`src/pkg/ssc_defines.vh`:
```
// constants for the scanner state and scan stream block
// Behaviour
// - four states; idle after power-up or reset
// - idle disables laser and measurement; scanning enables
// - request processing: no scan, answer after operation
// - after processing, go where request says
// - hardware fault aborts, enters protection stop
// - protection stop answers queries, refuses scans
// - scanning waits for stable motor before output
// - 0x25 stop to idle; 0x40 core reset
// - 0x20 scan, 0x82 fast scan, 0x21 unconditional
// - 0x50, 0x52, 0x59 are single-response queries
// - stop leaves scanning; ignored in idle, protection
// - core reset returns to idle, clears protection
// - scan restarts a fresh round if scanning
// - scan ignored silently in protection stop
// - descriptor at once, packets after motor stable
// - new request or fault ends scanning
// - one data packet per measurement sample; a sample arriving while a packet is being sent is dropped
// - packet holds flag, inverted flag, check bit one
// - packet holds quality, heading, quarter-mm range
// - request: 0xA5, command, size, payload, xor sum
// - descriptor: A5 5A, 30-bit length, mode, type
// - scan send mode 1, query send mode 0
// - request during stream buffered, handled afterwards
`ifndef SSC_DEFINES_VH
`define SSC_DEFINES_VH

`define SSC_SYNC_REQ        8'hA5
`define SSC_SYNC_RSP2       8'h5A
`define SSC_CMD_STOP        8'h25
`define SSC_CMD_CORE_RESET  8'h40
`define SSC_CMD_SCAN        8'h20
`define SSC_CMD_FAST_SCAN   8'h82
`define SSC_CMD_FORCE_SCAN  8'h21
`define SSC_CMD_IDENT_QRY   8'h50
`define SSC_CMD_COND_QRY    8'h52
`define SSC_CMD_SAMPLE_PERIOD_QUERY 8'h59
// bit 7 of the command marks a request with payload
`define SSC_CMD_PAYLOAD_BIT 7

`define SSC_MODE_SINGLE     2'h0
`define SSC_MODE_MULTI      2'h1
// data type codes, arbitrary values
`define SSC_DTYPE_SCAN      8'h01
`define SSC_DTYPE_IDENT     8'h02
`define SSC_DTYPE_COND      8'h03
`define SSC_DTYPE_PERIOD    8'h04
`define SSC_LEN_SCAN        30'h0000005
`define SSC_LEN_QUERY       30'h0000004
`define SSC_DESC_BYTES      4'h7
`define SSC_QRY_BYTES       4'hB

// register byte offsets
`define SSC_REG_CTRL        4'h0
`define SSC_REG_STATUS      4'h4
`define SSC_REG_QDATA       4'h8
`define SSC_REG_PKTCNT      4'hC
`define SSC_CTRL_FAULT_BIT  0
`define SSC_CTRL_RESET      32'h00000000
`define SSC_QDATA_RESET     32'h00000000
`define SSC_RESP_OKAY       2'h0
`define SSC_RESP_SLVERR     2'h2

// timing
`define SSC_CLK_HZ          10000000
`define SSC_REQ_TIMEOUT_MS  5000

`endif

```
`src/core/ssc_scanner.v`:
```
// scanner working-state machine, scan packet stream and register slave
`timescale 1ns/1ns
`default_nettype none
`include "ssc_defines.vh"
module ssc_scanner #(
  parameter TIMEOUT_CYC = `SSC_REQ_TIMEOUT_MS * (`SSC_CLK_HZ / 1000)
) (
  input  wire        clk,
  input  wire        reset,
  // byte link from the uart receiver and to the transmitter
  input  wire        rxValid,
  input  wire [7:0]  rxData,
  output reg         txValid,
  output reg  [7:0]  txData,
  input  wire        txReady,
  // measurement subsystem
  input  wire        sampleValid,
  input  wire [5:0]  sampleQuality,
  input  wire [14:0] heading_fixed_point,
  input  wire [15:0] range_fixed_point,
  input  wire        sampleNewRev,
  input  wire        motorStablePin,
  input  wire        hwFaultPin,
  output reg         laserEn,
  output reg         measEn,
  // axi4-lite slave
  input  wire [3:0]  s_axi_awaddr,
  input  wire        s_axi_awvalid,
  output reg         s_axi_awready,
  input  wire [31:0] s_axi_wdata,
  input  wire [3:0]  s_axi_wstrb,
  input  wire        s_axi_wvalid,
  output reg         s_axi_wready,
  output reg  [1:0]  s_axi_bresp,
  output reg         s_axi_bvalid,
  input  wire        s_axi_bready,
  input  wire [3:0]  s_axi_araddr,
  input  wire        s_axi_arvalid,
  output reg         s_axi_arready,
  output reg  [31:0] s_axi_rdata,
  output reg  [1:0]  s_axi_rresp,
  output reg         s_axi_rvalid,
  input  wire        s_axi_rready
);
  localparam [3:0] ST_IDLE = 4'b0001;
  localparam [3:0] ST_SCAN = 4'b0010;
  localparam [3:0] ST_REQ  = 4'b0100;
  localparam [3:0] ST_PROT = 4'b1000;
  localparam       BUF_N   = 11;
  // full-width copies so the byte and count fields can be sliced
  localparam [29:0] LEN_SCAN  = `SSC_LEN_SCAN;
  localparam [29:0] LEN_QUERY = `SSC_LEN_QUERY;

  // working state and the request being served
  reg  [3:0]  state_r;
  reg  [3:0]  prev_r;
  reg  [3:0]  target_r;
  reg  [7:0]  reqCmd_r;
  reg         reqLoaded_r;
  reg         forceMode_r;
  reg         softRst_r;
  reg         cmdAck_r;
  // transmit buffer: descriptor plus up to four data bytes
  reg  [7:0]  txBuf_r [0:BUF_N-1];
  reg  [3:0]  txCnt_r;
  reg  [3:0]  txIdx_r;
  reg  [1:0]  stableSync_r;
  reg  [1:0]  faultSync_r;
  reg  [31:0] ctrl_r;
  reg  [31:0] qdata_r;
  reg  [31:0] pktCnt_r;
  // internal nets
  wire        coreRst;
  wire        cmdValid;
  wire [7:0]  cmdCode;
  wire        txBusy;
  wire        txHold;
  wire        fault;
  wire        isScanCmd;
  wire        isQuery;
  wire [7:0]  qType;
  wire        sendSample;
  wire        axiWr;
  integer     i;

  // core reset command reboots the state machine and parser, not the axi slave or pin synchronisers
  assign coreRst = reset | softRst_r;
  assign txBusy  = txValid | (txIdx_r != txCnt_r);
  assign txHold  = txValid & ~txReady;
  assign fault   = faultSync_r[1] | ctrl_r[`SSC_CTRL_FAULT_BIT];
  assign isScanCmd = (reqCmd_r == `SSC_CMD_SCAN) ||
                     (reqCmd_r == `SSC_CMD_FAST_SCAN) ||
                     (reqCmd_r == `SSC_CMD_FORCE_SCAN);
  assign isQuery = (reqCmd_r == `SSC_CMD_IDENT_QRY) ||
                   (reqCmd_r == `SSC_CMD_COND_QRY) ||
                   (reqCmd_r == `SSC_CMD_SAMPLE_PERIOD_QUERY);
  assign qType = (reqCmd_r == `SSC_CMD_IDENT_QRY) ? `SSC_DTYPE_IDENT :
                 (reqCmd_r == `SSC_CMD_COND_QRY)  ? `SSC_DTYPE_COND :
                 `SSC_DTYPE_PERIOD;
  // no sample buffer: a sample arriving while busy is lost
  assign sendSample = state_r[1] && sampleValid && !txBusy && !cmdValid &&
                      (stableSync_r[1] || forceMode_r);

  ssc_req_parser #(
    .TIMEOUT_CYC (TIMEOUT_CYC)
  ) u_parser (
    .clk      (clk),
    .reset    (coreRst),
    .rxValid  (rxValid),
    .rxData   (rxData),
    .cmdAck   (cmdAck_r),
    .cmdValid (cmdValid),
    .cmdCode  (cmdCode)
  );

  // pin synchronisers
  // only the second stage is read by any other logic
  always @(posedge clk) begin
    if (reset) begin
      stableSync_r <= 2'b00;
      faultSync_r  <= 2'b00;
    end else begin
      stableSync_r <= {stableSync_r[0], motorStablePin};
      faultSync_r  <= {faultSync_r[0], hwFaultPin};
    end
  end

  // working-state machine and transmit loader
  always @(posedge clk) begin
    if (coreRst) begin
      state_r     <= ST_IDLE;
      prev_r      <= ST_IDLE;
      target_r    <= ST_IDLE;
      reqCmd_r    <= 8'h00;
      reqLoaded_r <= 1'b0;
      forceMode_r <= 1'b0;
      softRst_r   <= 1'b0;
      cmdAck_r    <= 1'b0;
      laserEn     <= 1'b0;
      measEn      <= 1'b0;
      txCnt_r     <= 4'h0;
      txIdx_r     <= 4'h0;
      txValid     <= 1'b0;
      txData      <= 8'h00;
      pktCnt_r    <= 32'h00000000;
      for (i = 0; i < BUF_N; i = i + 1)
        txBuf_r[i] <= 8'h00;
    end else begin
      cmdAck_r <= 1'b0;
      // byte sender; a byte on offer always finishes its handshake
      if (txHold) begin
        txValid <= 1'b1;
      end else if (txIdx_r != txCnt_r) begin
        txValid <= 1'b1;
        txData  <= txBuf_r[txIdx_r];
        txIdx_r <= txIdx_r + 4'h1;
      end else begin
        txValid <= 1'b0;
      end
      case (state_r)
        ST_IDLE, ST_PROT: begin
          // a fault while idle is acted on when a request arrives
          laserEn <= 1'b0;
          measEn  <= 1'b0;
          if (cmdValid && !cmdAck_r) begin
            prev_r      <= state_r;
            reqCmd_r    <= cmdCode;
            cmdAck_r    <= 1'b1;
            reqLoaded_r <= 1'b0;
            state_r     <= ST_REQ;
          end
        end
        ST_SCAN: begin
          laserEn <= 1'b1;
          measEn  <= 1'b1;
          if (fault) begin
            // abort the stream; only the byte on offer completes.
            // the index is frozen too, or the sender would run on
            // past the count and wrap through the whole buffer
            txCnt_r <= txIdx_r;
            txIdx_r <= txIdx_r;
            if (!txHold)
              txValid <= 1'b0;
            laserEn <= 1'b0;
            measEn  <= 1'b0;
            state_r <= ST_PROT;
          end else if (cmdValid && !cmdAck_r && !txBusy) begin
            // the held request runs once the packet in flight ends
            prev_r      <= ST_SCAN;
            reqCmd_r    <= cmdCode;
            cmdAck_r    <= 1'b1;
            reqLoaded_r <= 1'b0;
            laserEn     <= 1'b0;
            measEn      <= 1'b0;
            state_r     <= ST_REQ;
          end else if (sendSample) begin
            // one five-byte packet per sample
            txBuf_r[0] <= {sampleQuality, ~sampleNewRev,
                           sampleNewRev};
            txBuf_r[1] <= {heading_fixed_point[6:0], 1'b1};
            txBuf_r[2] <= heading_fixed_point[14:7];
            txBuf_r[3] <= range_fixed_point[7:0];
            txBuf_r[4] <= range_fixed_point[15:8];
            txCnt_r    <= LEN_SCAN[3:0];
            txIdx_r    <= 4'h0;
            // the counter wraps silently once it is full
            pktCnt_r   <= pktCnt_r + 32'h00000001;
          end
        end
        ST_REQ: begin
          // nothing is scanned or sent but the request's own answer
          laserEn <= 1'b0;
          measEn  <= 1'b0;
          if (fault && prev_r != ST_PROT) begin
            // same cut as in scanning: answer bytes not yet out are lost
            txCnt_r <= txIdx_r;
            txIdx_r <= txIdx_r;
            if (!txHold)
              txValid <= 1'b0;
            state_r <= ST_PROT;
          end else if (!reqLoaded_r && !txBusy) begin
            reqLoaded_r <= 1'b1;
            target_r    <= prev_r;
            if (reqCmd_r == `SSC_CMD_CORE_RESET) begin
              // one-cycle pulse: the reset branch clears it again
              softRst_r <= 1'b1;
            end else if (reqCmd_r == `SSC_CMD_STOP) begin
              // stop only matters when scanning
              target_r <= (prev_r == ST_SCAN) ? ST_IDLE
                                              : prev_r;
            end else if (isScanCmd && prev_r != ST_PROT) begin
              forceMode_r <= (reqCmd_r == `SSC_CMD_FORCE_SCAN);
              target_r    <= ST_SCAN;
              txBuf_r[0]  <= `SSC_SYNC_REQ;
              txBuf_r[1]  <= `SSC_SYNC_RSP2;
              txBuf_r[2]  <= LEN_SCAN[7:0];
              txBuf_r[3]  <= LEN_SCAN[15:8];
              txBuf_r[4]  <= LEN_SCAN[23:16];
              txBuf_r[5]  <= {`SSC_MODE_MULTI, LEN_SCAN[29:24]};
              txBuf_r[6]  <= `SSC_DTYPE_SCAN;
              txCnt_r     <= `SSC_DESC_BYTES;
              txIdx_r     <= 4'h0;
            end else if (isQuery) begin
              // a query from scanning ends in idle
              target_r   <= (prev_r == ST_PROT) ? ST_PROT
                                                : ST_IDLE;
              txBuf_r[0] <= `SSC_SYNC_REQ;
              txBuf_r[1] <= `SSC_SYNC_RSP2;
              txBuf_r[2] <= LEN_QUERY[7:0];
              txBuf_r[3] <= LEN_QUERY[15:8];
              txBuf_r[4] <= LEN_QUERY[23:16];
              txBuf_r[5] <= {`SSC_MODE_SINGLE, LEN_QUERY[29:24]};
              txBuf_r[6] <= qType;
              txBuf_r[7] <= qdata_r[7:0];
              txBuf_r[8] <= qdata_r[15:8];
              txBuf_r[9] <= qdata_r[23:16];
              txBuf_r[10] <= qdata_r[31:24];
              txCnt_r    <= `SSC_QRY_BYTES;
              txIdx_r    <= 4'h0;
            end else if (prev_r == ST_SCAN) begin
              // unknown command from scanning: scanning was left
              target_r <= ST_IDLE;
            end
          end else if (reqLoaded_r && !txBusy) begin
            state_r <= target_r;
          end
        end
        default: state_r <= ST_IDLE;
      endcase
    end
  end

  // axi write: address and data taken together, one outstanding
  // read-only registers ignore writes; unmapped ones answer slverr
  assign axiWr = s_axi_awvalid && s_axi_awready && s_axi_wvalid &&
                 s_axi_wready;
  always @(posedge clk) begin
    if (reset) begin
      s_axi_awready <= 1'b0;
      s_axi_wready  <= 1'b0;
      s_axi_bvalid  <= 1'b0;
      s_axi_bresp   <= `SSC_RESP_OKAY;
      ctrl_r        <= `SSC_CTRL_RESET;
      qdata_r       <= `SSC_QDATA_RESET;
    end else begin
      s_axi_awready <= 1'b0;
      s_axi_wready  <= 1'b0;
      if (s_axi_bvalid && s_axi_bready)
        s_axi_bvalid <= 1'b0;
      if (s_axi_awvalid && s_axi_wvalid && !s_axi_awready &&
          !s_axi_bvalid) begin
        s_axi_awready <= 1'b1;
        s_axi_wready  <= 1'b1;
      end
      if (axiWr) begin
        s_axi_bvalid <= 1'b1;
        s_axi_bresp  <= `SSC_RESP_OKAY;
        if (s_axi_awaddr == `SSC_REG_CTRL) begin
          if (s_axi_wstrb[0])
            ctrl_r[7:0] <= s_axi_wdata[7:0];
        end else if (s_axi_awaddr == `SSC_REG_QDATA) begin
          for (i = 0; i < 4; i = i + 1)
            if (s_axi_wstrb[i])
              qdata_r[i*8 +: 8] <= s_axi_wdata[i*8 +: 8];
        end else if (s_axi_awaddr != `SSC_REG_STATUS &&
                     s_axi_awaddr != `SSC_REG_PKTCNT) begin
          s_axi_bresp <= `SSC_RESP_SLVERR;
        end
      end
    end
  end

  // axi read: data one cycle after the address is taken
  always @(posedge clk) begin
    if (reset) begin
      s_axi_arready <= 1'b0;
      s_axi_rvalid  <= 1'b0;
      s_axi_rdata   <= 32'h00000000;
      s_axi_rresp   <= `SSC_RESP_OKAY;
    end else begin
      s_axi_arready <= 1'b0;
      if (s_axi_rvalid && s_axi_rready)
        s_axi_rvalid <= 1'b0;
      if (s_axi_arvalid && !s_axi_arready && !s_axi_rvalid) begin
        s_axi_arready <= 1'b1;
      end
      if (s_axi_arvalid && s_axi_arready) begin
        s_axi_rvalid <= 1'b1;
        s_axi_rresp  <= `SSC_RESP_OKAY;
        if (s_axi_araddr == `SSC_REG_CTRL) begin
          s_axi_rdata <= ctrl_r;
        end else if (s_axi_araddr == `SSC_REG_STATUS) begin
          // one-hot state, enables, mode and both synced pins
          s_axi_rdata <= {22'h000000, faultSync_r[1], stableSync_r[1],
                          forceMode_r, measEn, laserEn, 1'b0, state_r};
        end else if (s_axi_araddr == `SSC_REG_QDATA) begin
          s_axi_rdata <= qdata_r;
        end else if (s_axi_araddr == `SSC_REG_PKTCNT) begin
          s_axi_rdata <= pktCnt_r;
        end else begin
          s_axi_rdata <= 32'h00000000;
          s_axi_rresp <= `SSC_RESP_SLVERR;
        end
      end
    end
  end
endmodule // ssc_scanner
`default_nettype wire

```
`src/core/ssc_req_parser.v`:
```
// request framer: start byte, command, optional payload and checksum
`timescale 1ns/1ns
`default_nettype none
`include "ssc_defines.vh"
module ssc_req_parser #(
  parameter TIMEOUT_CYC = `SSC_REQ_TIMEOUT_MS * (`SSC_CLK_HZ / 1000)
) (
  input  wire       clk,
  input  wire       reset,
  input  wire       rxValid,
  input  wire [7:0] rxData,
  input  wire       cmdAck,
  output reg        cmdValid,
  output reg  [7:0] cmdCode
);
  localparam [4:0] P_SYNC = 5'b00001;
  localparam [4:0] P_CMD  = 5'b00010;
  localparam [4:0] P_SIZE = 5'b00100;
  localparam [4:0] P_PAY  = 5'b01000;
  localparam [4:0] P_SUM  = 5'b10000;

  reg [4:0]  pState_r;
  reg [7:0]  sum_r;
  reg [7:0]  left_r;
  reg [31:0] tmo_r;

  // framing; a held command is the one-deep request buffer
  always @(posedge clk) begin
    if (reset) begin
      pState_r <= P_SYNC;
      sum_r    <= 8'h00;
      left_r   <= 8'h00;
      tmo_r    <= 32'h00000000;
      cmdValid <= 1'b0;
      cmdCode  <= 8'h00;
    end else begin
      if (cmdAck)
        cmdValid <= 1'b0;
      // a half-sent request is dropped after the timeout
      if (pState_r != P_SYNC && tmo_r >= TIMEOUT_CYC - 1) begin
        pState_r <= P_SYNC;
        tmo_r    <= 32'h00000000;
      end else if (pState_r != P_SYNC) begin
        tmo_r <= tmo_r + 32'h00000001;
      end
      if (rxValid && !(pState_r != P_SYNC && tmo_r >= TIMEOUT_CYC - 1)) begin
        sum_r <= sum_r ^ rxData;
        case (pState_r)
          P_SYNC: begin
            if (rxData == `SSC_SYNC_REQ) begin
              pState_r <= P_CMD;
              sum_r    <= rxData;
              tmo_r    <= 32'h00000000;
            end
          end
          P_CMD: begin
            cmdCode <= rxData;
            if (rxData[`SSC_CMD_PAYLOAD_BIT]) begin
              pState_r <= P_SIZE;
            end else begin
              pState_r <= P_SYNC;
              cmdValid <= 1'b1;
            end
          end
          P_SIZE: begin
            left_r   <= rxData;
            pState_r <= (rxData == 8'h00) ? P_SUM : P_PAY;
          end
          P_PAY: begin
            left_r <= left_r - 8'h01;
            if (left_r == 8'h01)
              pState_r <= P_SUM;
          end
          P_SUM: begin
            pState_r <= P_SYNC;
            // bad checksum drops the request silently
            if (sum_r == rxData)
              cmdValid <= 1'b1;
          end
          default: pState_r <= P_SYNC;
        endcase
      end
    end
  end
endmodule // ssc_req_parser
`default_nettype wire

```
`config.mk`:
```
export PLATFORM = sky130hd
export DESIGN_NAME = ssc_scanner
export DESIGN_NICKNAME = d
export VERILOG_FILES = /design/src/core/ssc_scanner.v /design/src/core/ssc_req_parser.v
export VERILOG_INCLUDE_DIRS = /design/src /design/src/pkg
export SDC_FILE = /design/constraint.sdc
export NUM_CORES = 1
export LEC_CHECK = 0
export BUFFER_PORTS_ARGS = -buffer_cell sky130_fd_sc_hd__buf_2
export CORE_MARGIN = 3
export CORE_UTILIZATION = 55
export CTS_CLUSTER_SIZE = 30
export DETAILED_ROUTE_END_ITERATION = 6
export GPL_TIMING_DRIVEN = 0
export PLACE_DENSITY = 0.82
export SYNTH_ARGS = -nofsm -noshare
export SYNTH_HDL_FRONTEND = slang
export SYNTH_HIERARCHICAL = 1
export SYNTH_SLANG_ARGS = --single-unit
```
`constraint.sdc`:
```
create_clock -name clk -period 5.3 [get_ports clk]
set_clock_uncertainty 0.1 [all_clocks]
set_input_delay 0.53 -clock clk [delete_from_list [all_inputs] [get_ports clk]]
set_output_delay 0.53 -clock clk [all_outputs]
set_load 0.03 [all_outputs]
```
==> summary.txt, run 1 <==
Run status
  – Status: finished clean

Logic synthesis
  – #FFs+latches synth: between 200 and 300
  – Number of synthesized flops with an enable pin: 76
  – Post-Syn Instances: between 1000 and 1500
  – Yosys cell types: 98
  – Synth Cell Area: ~14000 um^2
  – Ys async rst share: 0
  – Register area share after synthesis: 0.466
  – Largest area contributor in the netlist: dfxtp_1
  – Area share of the largest cell type after synthesis: 0.306
  – Yosys warns: 6
  – Main synth FF type: dfxtp_1
  – Synth top area cells: dfxtp_1, edfxtp_1, a21oi_1
  – Synthesized area per cell: 9.75 um^2

Die
  – I/O pin count: 154
  – Core ar.: between 20000 and 30000 um^2
  – Initial Util: 0.563
  – Die ar.: about 28000 um^2
  – Die Ht: around 170 um
  – Rows: between 50 and 60
  – Die Width: about 170 um

GRT
  – Initial antenna violation count: 0
  – Largest net degree at the start of global routing: 41
  – First-pass GRT wire length: about 63 mm
  – Vias in the first global route: roughly 12000
  – Total GRT Usage: 0.276
  – Total global routing overflow: 0

Clocking
  – Resized Gates After CTS: 0
  – CTS Root Buffer Type: clkbuf_16
  – Clk sink count: roughly 290
  – Clock Latency Late Sink: between 500 and 600 ps
  – CTS tree: yes
  – Number of CTS-inserted buffers: 31
  – Cts hold-fix bufs: 0
  – Setup bufs post-CTS: 0
  – H-tree levels: 1
  – Max clock buf depth: 3
  – Worst-path clk slew: about 60 ps

STA
  – Fmax: between 0.2 and 0.3 GHz
  – Final max-slew violation count: 0
  – Min Tclk post-route: ~3400 ps
  – Slew Limit Headroom: 0.252
  – Tcrit/Tclk final: 0.648
  – Final hold violation count: 0
  – Final TNS setup: 0 ps
  – Final setup violation count: 0
  – Worst Tran Pin Value: between 1000 and 1500 ps
  – RSZ-0062 raised after global routing: false

Critical path
  – Bufs and invs on worst path: 1
  – CP Capture Type: flip-flop
  – Worst r2r path cells: 6
  – Worst-path cell chain: and3b_1 > o2111ai_2 > nand2_1 > a21oi_1 > buf_2 > nand2_2
  – Worst-path fanout max: 40
  – Worst Path Required: 5300 ps
  – Register-to-register setup slack: around 1900 ps
  – Critical path type: reg2reg
  – Worst stage delay on the critical path: 560 ps
  – Worst setup path start: reqCmd_r[1]
  – Critical path's slowest cell: nand2_2
  – Worst R2R End: txBuf_r[0][5]
  – Worst path arrival time: between 3000 and 4000 ps
  – Startpoint Class: flip-flop
  – Critical path capture point: txBuf_r[0][5]
  – CP top delay family: simple AND/OR/NAND/NOR gates
  – Reg2reg start: reqCmd_r[1]
  – Critical path depth: 6

Cells and area
  – Area added between synthesis and finish: 15.8%
  – Most frequent cells in the layout: dfxtp_1, buf_2, a21oi_1
  – # fillers: 2000
  – Reg area: 6650 um^2
  – Multi-input logic area: 6950 um^2
  – Commonest non-fill, non-tap cell in the layout: dfxtp_1
  – Post-route design area: about 17000 um^2
  – Share of layout cells above drive strength 1: 0.192
  – Nets: ~1800
  – # diodes: 0

Power and ir drop
  – Overall Power: between 5000 and 6000 uW
  – Peak VDD IR: 0.339 mV
  – Pwr/cell area: approximately 330 nW/um^2
  – LEAKAGE: slightly above 0.006 uW

Detailed routing
  – Final antenna-violating net count: 0
  – Drt total wl: approximately 40 mm
  – Drt first-iter violations: approximately 1400
  – Detailed-route DRC error count: 0
  – Pre-antenna DRT Iters: 6
  – Via count: between 10000 and 15000
  – Via/cell ratio: approximately 6.4
  – Routed WL per cell: between 20 and 25 um

Placement
  – Placed inst area: between 15000 and 20000 um^2
  – Number of port buffers: 145
  – HPWL after DPL: around 29 mm
  – GP Congestion: slightly above 0.9

Job
  – Max Cap Viol: 0

Hold path
  – Hold Path Class: in2reg
-- power by group --
group	internal [uW]	switching (uW)
combinational	308	539
sequential	2370	40.2
clock	1350	921
-- per-layer routing --
| layer | GRT usage | up-vias | wire [um] |
|---|---|---|---|
| met5 | 0 | - | 0 |
| met4 | 0.0757 | 0 | 1190 |
| met3 | 0.0555 | 96 | 3700 |
| met2 | 0.442 | 642 | 18800 |
| met1 | 0.383 | 6119 | 16700 |
| li1 | - | 5863 | - |
-- state kept, by name, summed over array words and instances, names as in the netlist, 2 cells and up --
| register | count |
|---|---|
| txBuf_r | 76 |
| reqCmd_r | 8 |
| faultSync_r | 2 |
| u_parser/sum_r | 8 |
| state_r | 4 |
| u_parser/cmdCode | 8 |
| u_parser/left_r | 8 |
| pktCnt_r | 32 |
| target_r | 4 |
| txData | 8 |
| txIdx_r | 4 |
| stableSync_r | 2 |
| prev_r | 4 |
| u_parser/tmo_r | 32 |
| qdata_r | 32 |
| s_axi_rdata | 32 |
| u_parser/pState_r | 5 |
| txCnt_r | 4 |
| ctrl_r | 8 |
-- final cells by class --
cell class              count  share of cell area
plain buffers             113              0.0359
clock buffers              38              0.0542
clock inverters            20              0.0111
inverters                  24             0.00545
multi-input cells        1033               0.421
flip-flops and latches    294               0.402
well taps                 330              0.0250
repair buffers            146              0.0452
-- through the flow --
step | util | instances | worst slack (ps) | hold slack (ps)
final | 0.652 | 1998 | 1870 | 121
after floorplan | - | 1464 | 741 | 314
after global routing | 0.652 | 1998 | 1660 | 106
after global placement | 0.608 | 1939 | -218 | 323
after detailed placement | 0.609 | 1940 | 1930 | 330
after CTS | 0.652 | 1998 | 1930 | 105
-- synthesized netlist by cell type (5+ instances only) --
| master | n |
|---|---|
| and3_1 | 50 |
| o211ai_1 | 7 |
| or4_1 | 17 |
| a221oi_1 | 11 |
| ha_1 | 5 |
| nand3_1 | 76 |
| or3_1 | 15 |
| nor2_1 | 103 |
| a31oi_1 | 15 |
| o21ai_0 | 48 |
| a22o_1 | 31 |
| a22oi_1 | 30 |
| edfxtp_1 | 76 |
| nand2b_1 | 8 |
| a21boi_0 | 5 |
| nor4_1 | 10 |
| nand4_1 | 22 |
| mux2_2 | 9 |
| o2111ai_1 | 13 |
| mux2i_1 | 27 |
| nand2_1 | 92 |
| nor2_4 | 26 |
| o41ai_1 | 8 |
| buf_4 | 8 |
| o31ai_1 | 23 |
| xnor2_1 | 15 |
| a211oi_1 | 22 |
| and2_1 | 39 |
| buf_2 | 15 |
| clkbuf_1 | 77 |
| mux4_2 | 8 |
| xor2_1 | 30 |
| a21oi_1 | 115 |
| inv_1 | 23 |
| and4_1 | 8 |
| o311ai_0 | 6 |
| o221a_2 | 5 |
| nor2b_1 | 12 |
| nor3_1 | 31 |
| dfxtp_1 | 218 |
-- worst register-to-register path, stage by stage, from the launching register on --
cell and delay, ps:
dfxtp_1 420, and3b_1 230, o2111ai_2 490, nand2_1 380, a21oi_1 470, buf_2 310
nand2_2 570
-- how the worst min path moves through the flow --
stage	slack [ps]	startpoint	depth (start not counted)	end
floorplan	310	faultSync_r[0]	1	faultSync_r[1]
global placement	320	stableSync_r[0]	1	stableSync_r[1]
detailed placement	330	stableSync_r[0]	1	stableSync_r[1]
CTS	100	s_axi_awvalid	3	s_axi_wready
global route	110	s_axi_awvalid	3	s_axi_wready
finish	120	s_axi_wdata[14]	3	qdata_r[14]
-- logic make-up after synthesis --
group                      Yosys count  synth area share
DFF                                294             0.466
buffers and inverters              137            0.0479
xor gates and xnor gates            45            0.0276
muxes                               44            0.0387
and+or+nand+nor                    552             0.225
adders and majority gates            5           0.00439
AOI/OAI and AO/OA                  385             0.190
other                                1          0.000263
No activity file was read; power rests on OpenSTA's default activity.
==> inputs of run 2 (changes only) <==
==> constraint.sdc (replaced) <==
create_clock -name clk -period 3.2 [get_ports clk]
set_clock_uncertainty 0.1 [all_clocks]
set_input_delay 0.32 -clock clk [delete_from_list [all_inputs] [get_ports clk]]
set_output_delay 0.32 -clock clk [all_outputs]
set_load 0.03 [all_outputs]
==> summary.txt, run 2 (same netlist as run 1, synthesis figures left out) <==
Critical path
  – Worst setup path start: txIdx_r[0]
  – Critical path type: reg2reg
  – Startpoint Class: flip-flop
  – Worst Path Required: 3300 ps (-2000 ps)
  – Worst-path fanout max: 40 (unchanged)
  – Worst path arrival time: 3070 ps (-360 ps)
  – CP Capture Type: flip-flop
  – Reg2reg start: txIdx_r[0]

STA
  – Final max-slew violation count: 0 (unchanged)
  – Slew Limit Headroom: 0.244 (-0.00795)
  – RSZ-0062 raised after global routing: false
  – Tcrit/Tclk final: 0.929 (+0.281)
  – Fmax: 0.336 GHz (+16%)
  – Final setup violation count: 0 (unchanged)
  – Min Tclk post-route: 2970 ps (-462 ps)
  – Final hold violation count: 0 (unchanged)
  – Final TNS setup: 0 ps (unchanged)
  – Worst Tran Pin Value: 1120 ps (+10.1 ps)

Cells and area
  – Largest register by flop count: txBuf_r
  – # fillers: 1894 (-5.3%)
  – Fin util: 0.679 (+0.0264)
  – Most frequent cells in the layout: dfxtp_1, buf_2, a21oi_1
  – Multi-input logic area: 6970 um^2 (+0.29%)
  – Max FFs per register: 76 (unchanged)
  – Nets: 1814 (+3.7%)
  – Commonest non-fill, non-tap cell in the layout: dfxtp_1
  – Area added between synthesis and finish: 20.5%
  – Share of layout cells above drive strength 1: 0.184 (-0.00803)
  – # diodes: 0 (unchanged)
  – Reg area: 6650 um^2 (unchanged)

Placement
  – GP Congestion: 0.926 (-0.47%)
  – Number of port buffers: 145 (unchanged)
  – HPWL after DPL: 28.7 mm (-1.2%)

Power and ir drop
  – Switching power: 2460 uW (+64%)
  – Switching Fraction: 0.267 (-0.00464)
  – LEAKAGE: 0.00641 uW (+4.4%)
  – Int Power: 6760 uW (+68%)
  – Peak VDD IR: 0.586 mV (+73%)
  – Comb power frac: 0.160 (+0.007)
  – Pwr/cell area: 537 nW/um^2 (+61%)
  – Part of the power in the clock network: 0.408 (-0.002)
  – Seq pwr share: 0.433 (-0.003)
  – Overall Power: 9230 uW (+67%)

Die
  – Core ar.: 25300 um^2 (unchanged)
  – Die ar.: 27900 um^2 (unchanged)
  – I/O pin count: 154 (unchanged)
  – Initial Util: 0.563 (unchanged)
  – Rows: 58 (unchanged)
  – Die Width: 167 um (unchanged)
  – Die Ht: 167 um (unchanged)

Clocking
  – Worst-path clk slew: 60 ps (about the same)
  – Max clock buf depth: 3 (unchanged)
  – Number of CTS-inserted buffers: 30 (-3.2%)
  – CTS Root Buffer Type: clkbuf_16
  – Clock Latency Late Sink: 570 ps (about the same)
  – H-tree levels: 1 (unchanged)
  – Clk sink count: 294 (unchanged)
  – Setup bufs post-CTS: 0 (unchanged)
  – CTS tree: yes

GRT
  – Vias in the first global route: 12529 (+6.4%)
  – Total global routing overflow: 0 (unchanged)
  – First-pass GRT wire length: 66.1 mm (+4.4%)
  – Total GRT Usage: 0.288 (+0.0127)
  – Largest net degree at the start of global routing: 41 (unchanged)
  – Initial antenna violation count: 2 (+2)

Hold path
  – Hold Path Class: in2reg
  – Hold_sp: range_fixed_point[1]

Detailed routing
  – Drt first-iter violations: 1567 (+14%)
  – Pre-antenna DRT Iters: 6 (unchanged)
  – Detailed-route DRC error count: 0 (unchanged)
  – Via count: 13155 (+3.4%)
  – Via/cell ratio: 6.39 (+0.31%)
  – Final antenna-violating net count: 0 (unchanged)
  – Routed WL per cell: 20.5 um (+1.3%)
  – Drt total wl: 42.1 mm (+4.4%)

Job
  – Max Cap Viol: 0 (unchanged)

Run status
  – Status: finished clean
==> run 2: cell types whose count changed in the layout (fill, tap and decap cells not counted), sizes merged <==
cell / previous run / this run
clkinvlp: 1 / 0
clkbuf: 117 / 127
inv: 25 / 23
bufinv: 3 / 2
dlygate4sd3: 1 / 66
clkinv: 15 / 6
==> run 2: area by class of cell <==
type / count / area share
well taps: 330 / 0.0240
clock buffers: 48 / 0.0578
repair buffers: 211 / 0.0813
inverters: 24 / 0.00524
flip-flops and latches: 294 / 0.387
clock inverters: 7 / 0.00495
multi-input cells: 1033 / 0.405
plain buffers: 113 / 0.0345
==> run 2: timing repair <==
item / in CTS / in global routing
resized for setup: 1 / 2
hold buffers: 65 / 0
hold endpoints to repair: 72 / 0
endpoints found under the setup margin: 40 / 40
==> run 2: worst paths after layout <==
path,slack [ps],cells after the start,endpoint
setup / recovery,230,7,txBuf_r[2][2]
hold / removal,20,2,txBuf_r[3][1]
setup reg to reg,230,7,txBuf_r[2][2]
hold reg to reg,340,1,stableSync_r[1]
==> run 2: power by group through the flow <==
| stage | clock network [uW] | logic (uW) | registers, uW |
|---|---|---|---|
| 2_1_floorplan | 0 | 883 | 4150 |
| 3_3_place_gp | 0 | 1340 | 4060 |
| 3_5_place_dp | 0 | 1360 | 4070 |
| 4_1_cts | 3760 | 1440 | 3990 |
| 5_1_grt | 3930 | 1570 | 4000 |
| 6_report | 3760 | 1470 | 3990 |
==> run 2: worst max-delay path, stage by stage (launching register included) <==
cell and delay (ps):
dfxtp_1 340, buf_2 260, xnor2_1 190, nand4_1 410
nor4_2 470, a21oi_2 160, buf_2 230, nand2_4 430
==> run 2: layer usage <==
| metal | share of wire | up-vias | GRT usage |
|---|---|---|---|
| met2 | 0.46 | 812 | 0.467 |
| met5 | 0.00055 | - | 0 |
| li1 | - | 5967 | - |
| met1 | 0.39 | 6216 | 0.381 |
| met3 | 0.10 | 156 | 0.0601 |
| met4 | 0.045 | 4 | 0.112 |
==> run 2: per-stage QoR <==
stage	cells	setup WS [ps]	cell area, um^2	hold slack [ps]
global placement	1939	-628	15400	324
floorplan	1464	64.9	14300	314
CTS	2060	157	17200	6.41
detailed placement	1940	-156	15400	332
global route	2060	76.0	17200	18.1
finish	2060	228	17200	23.6
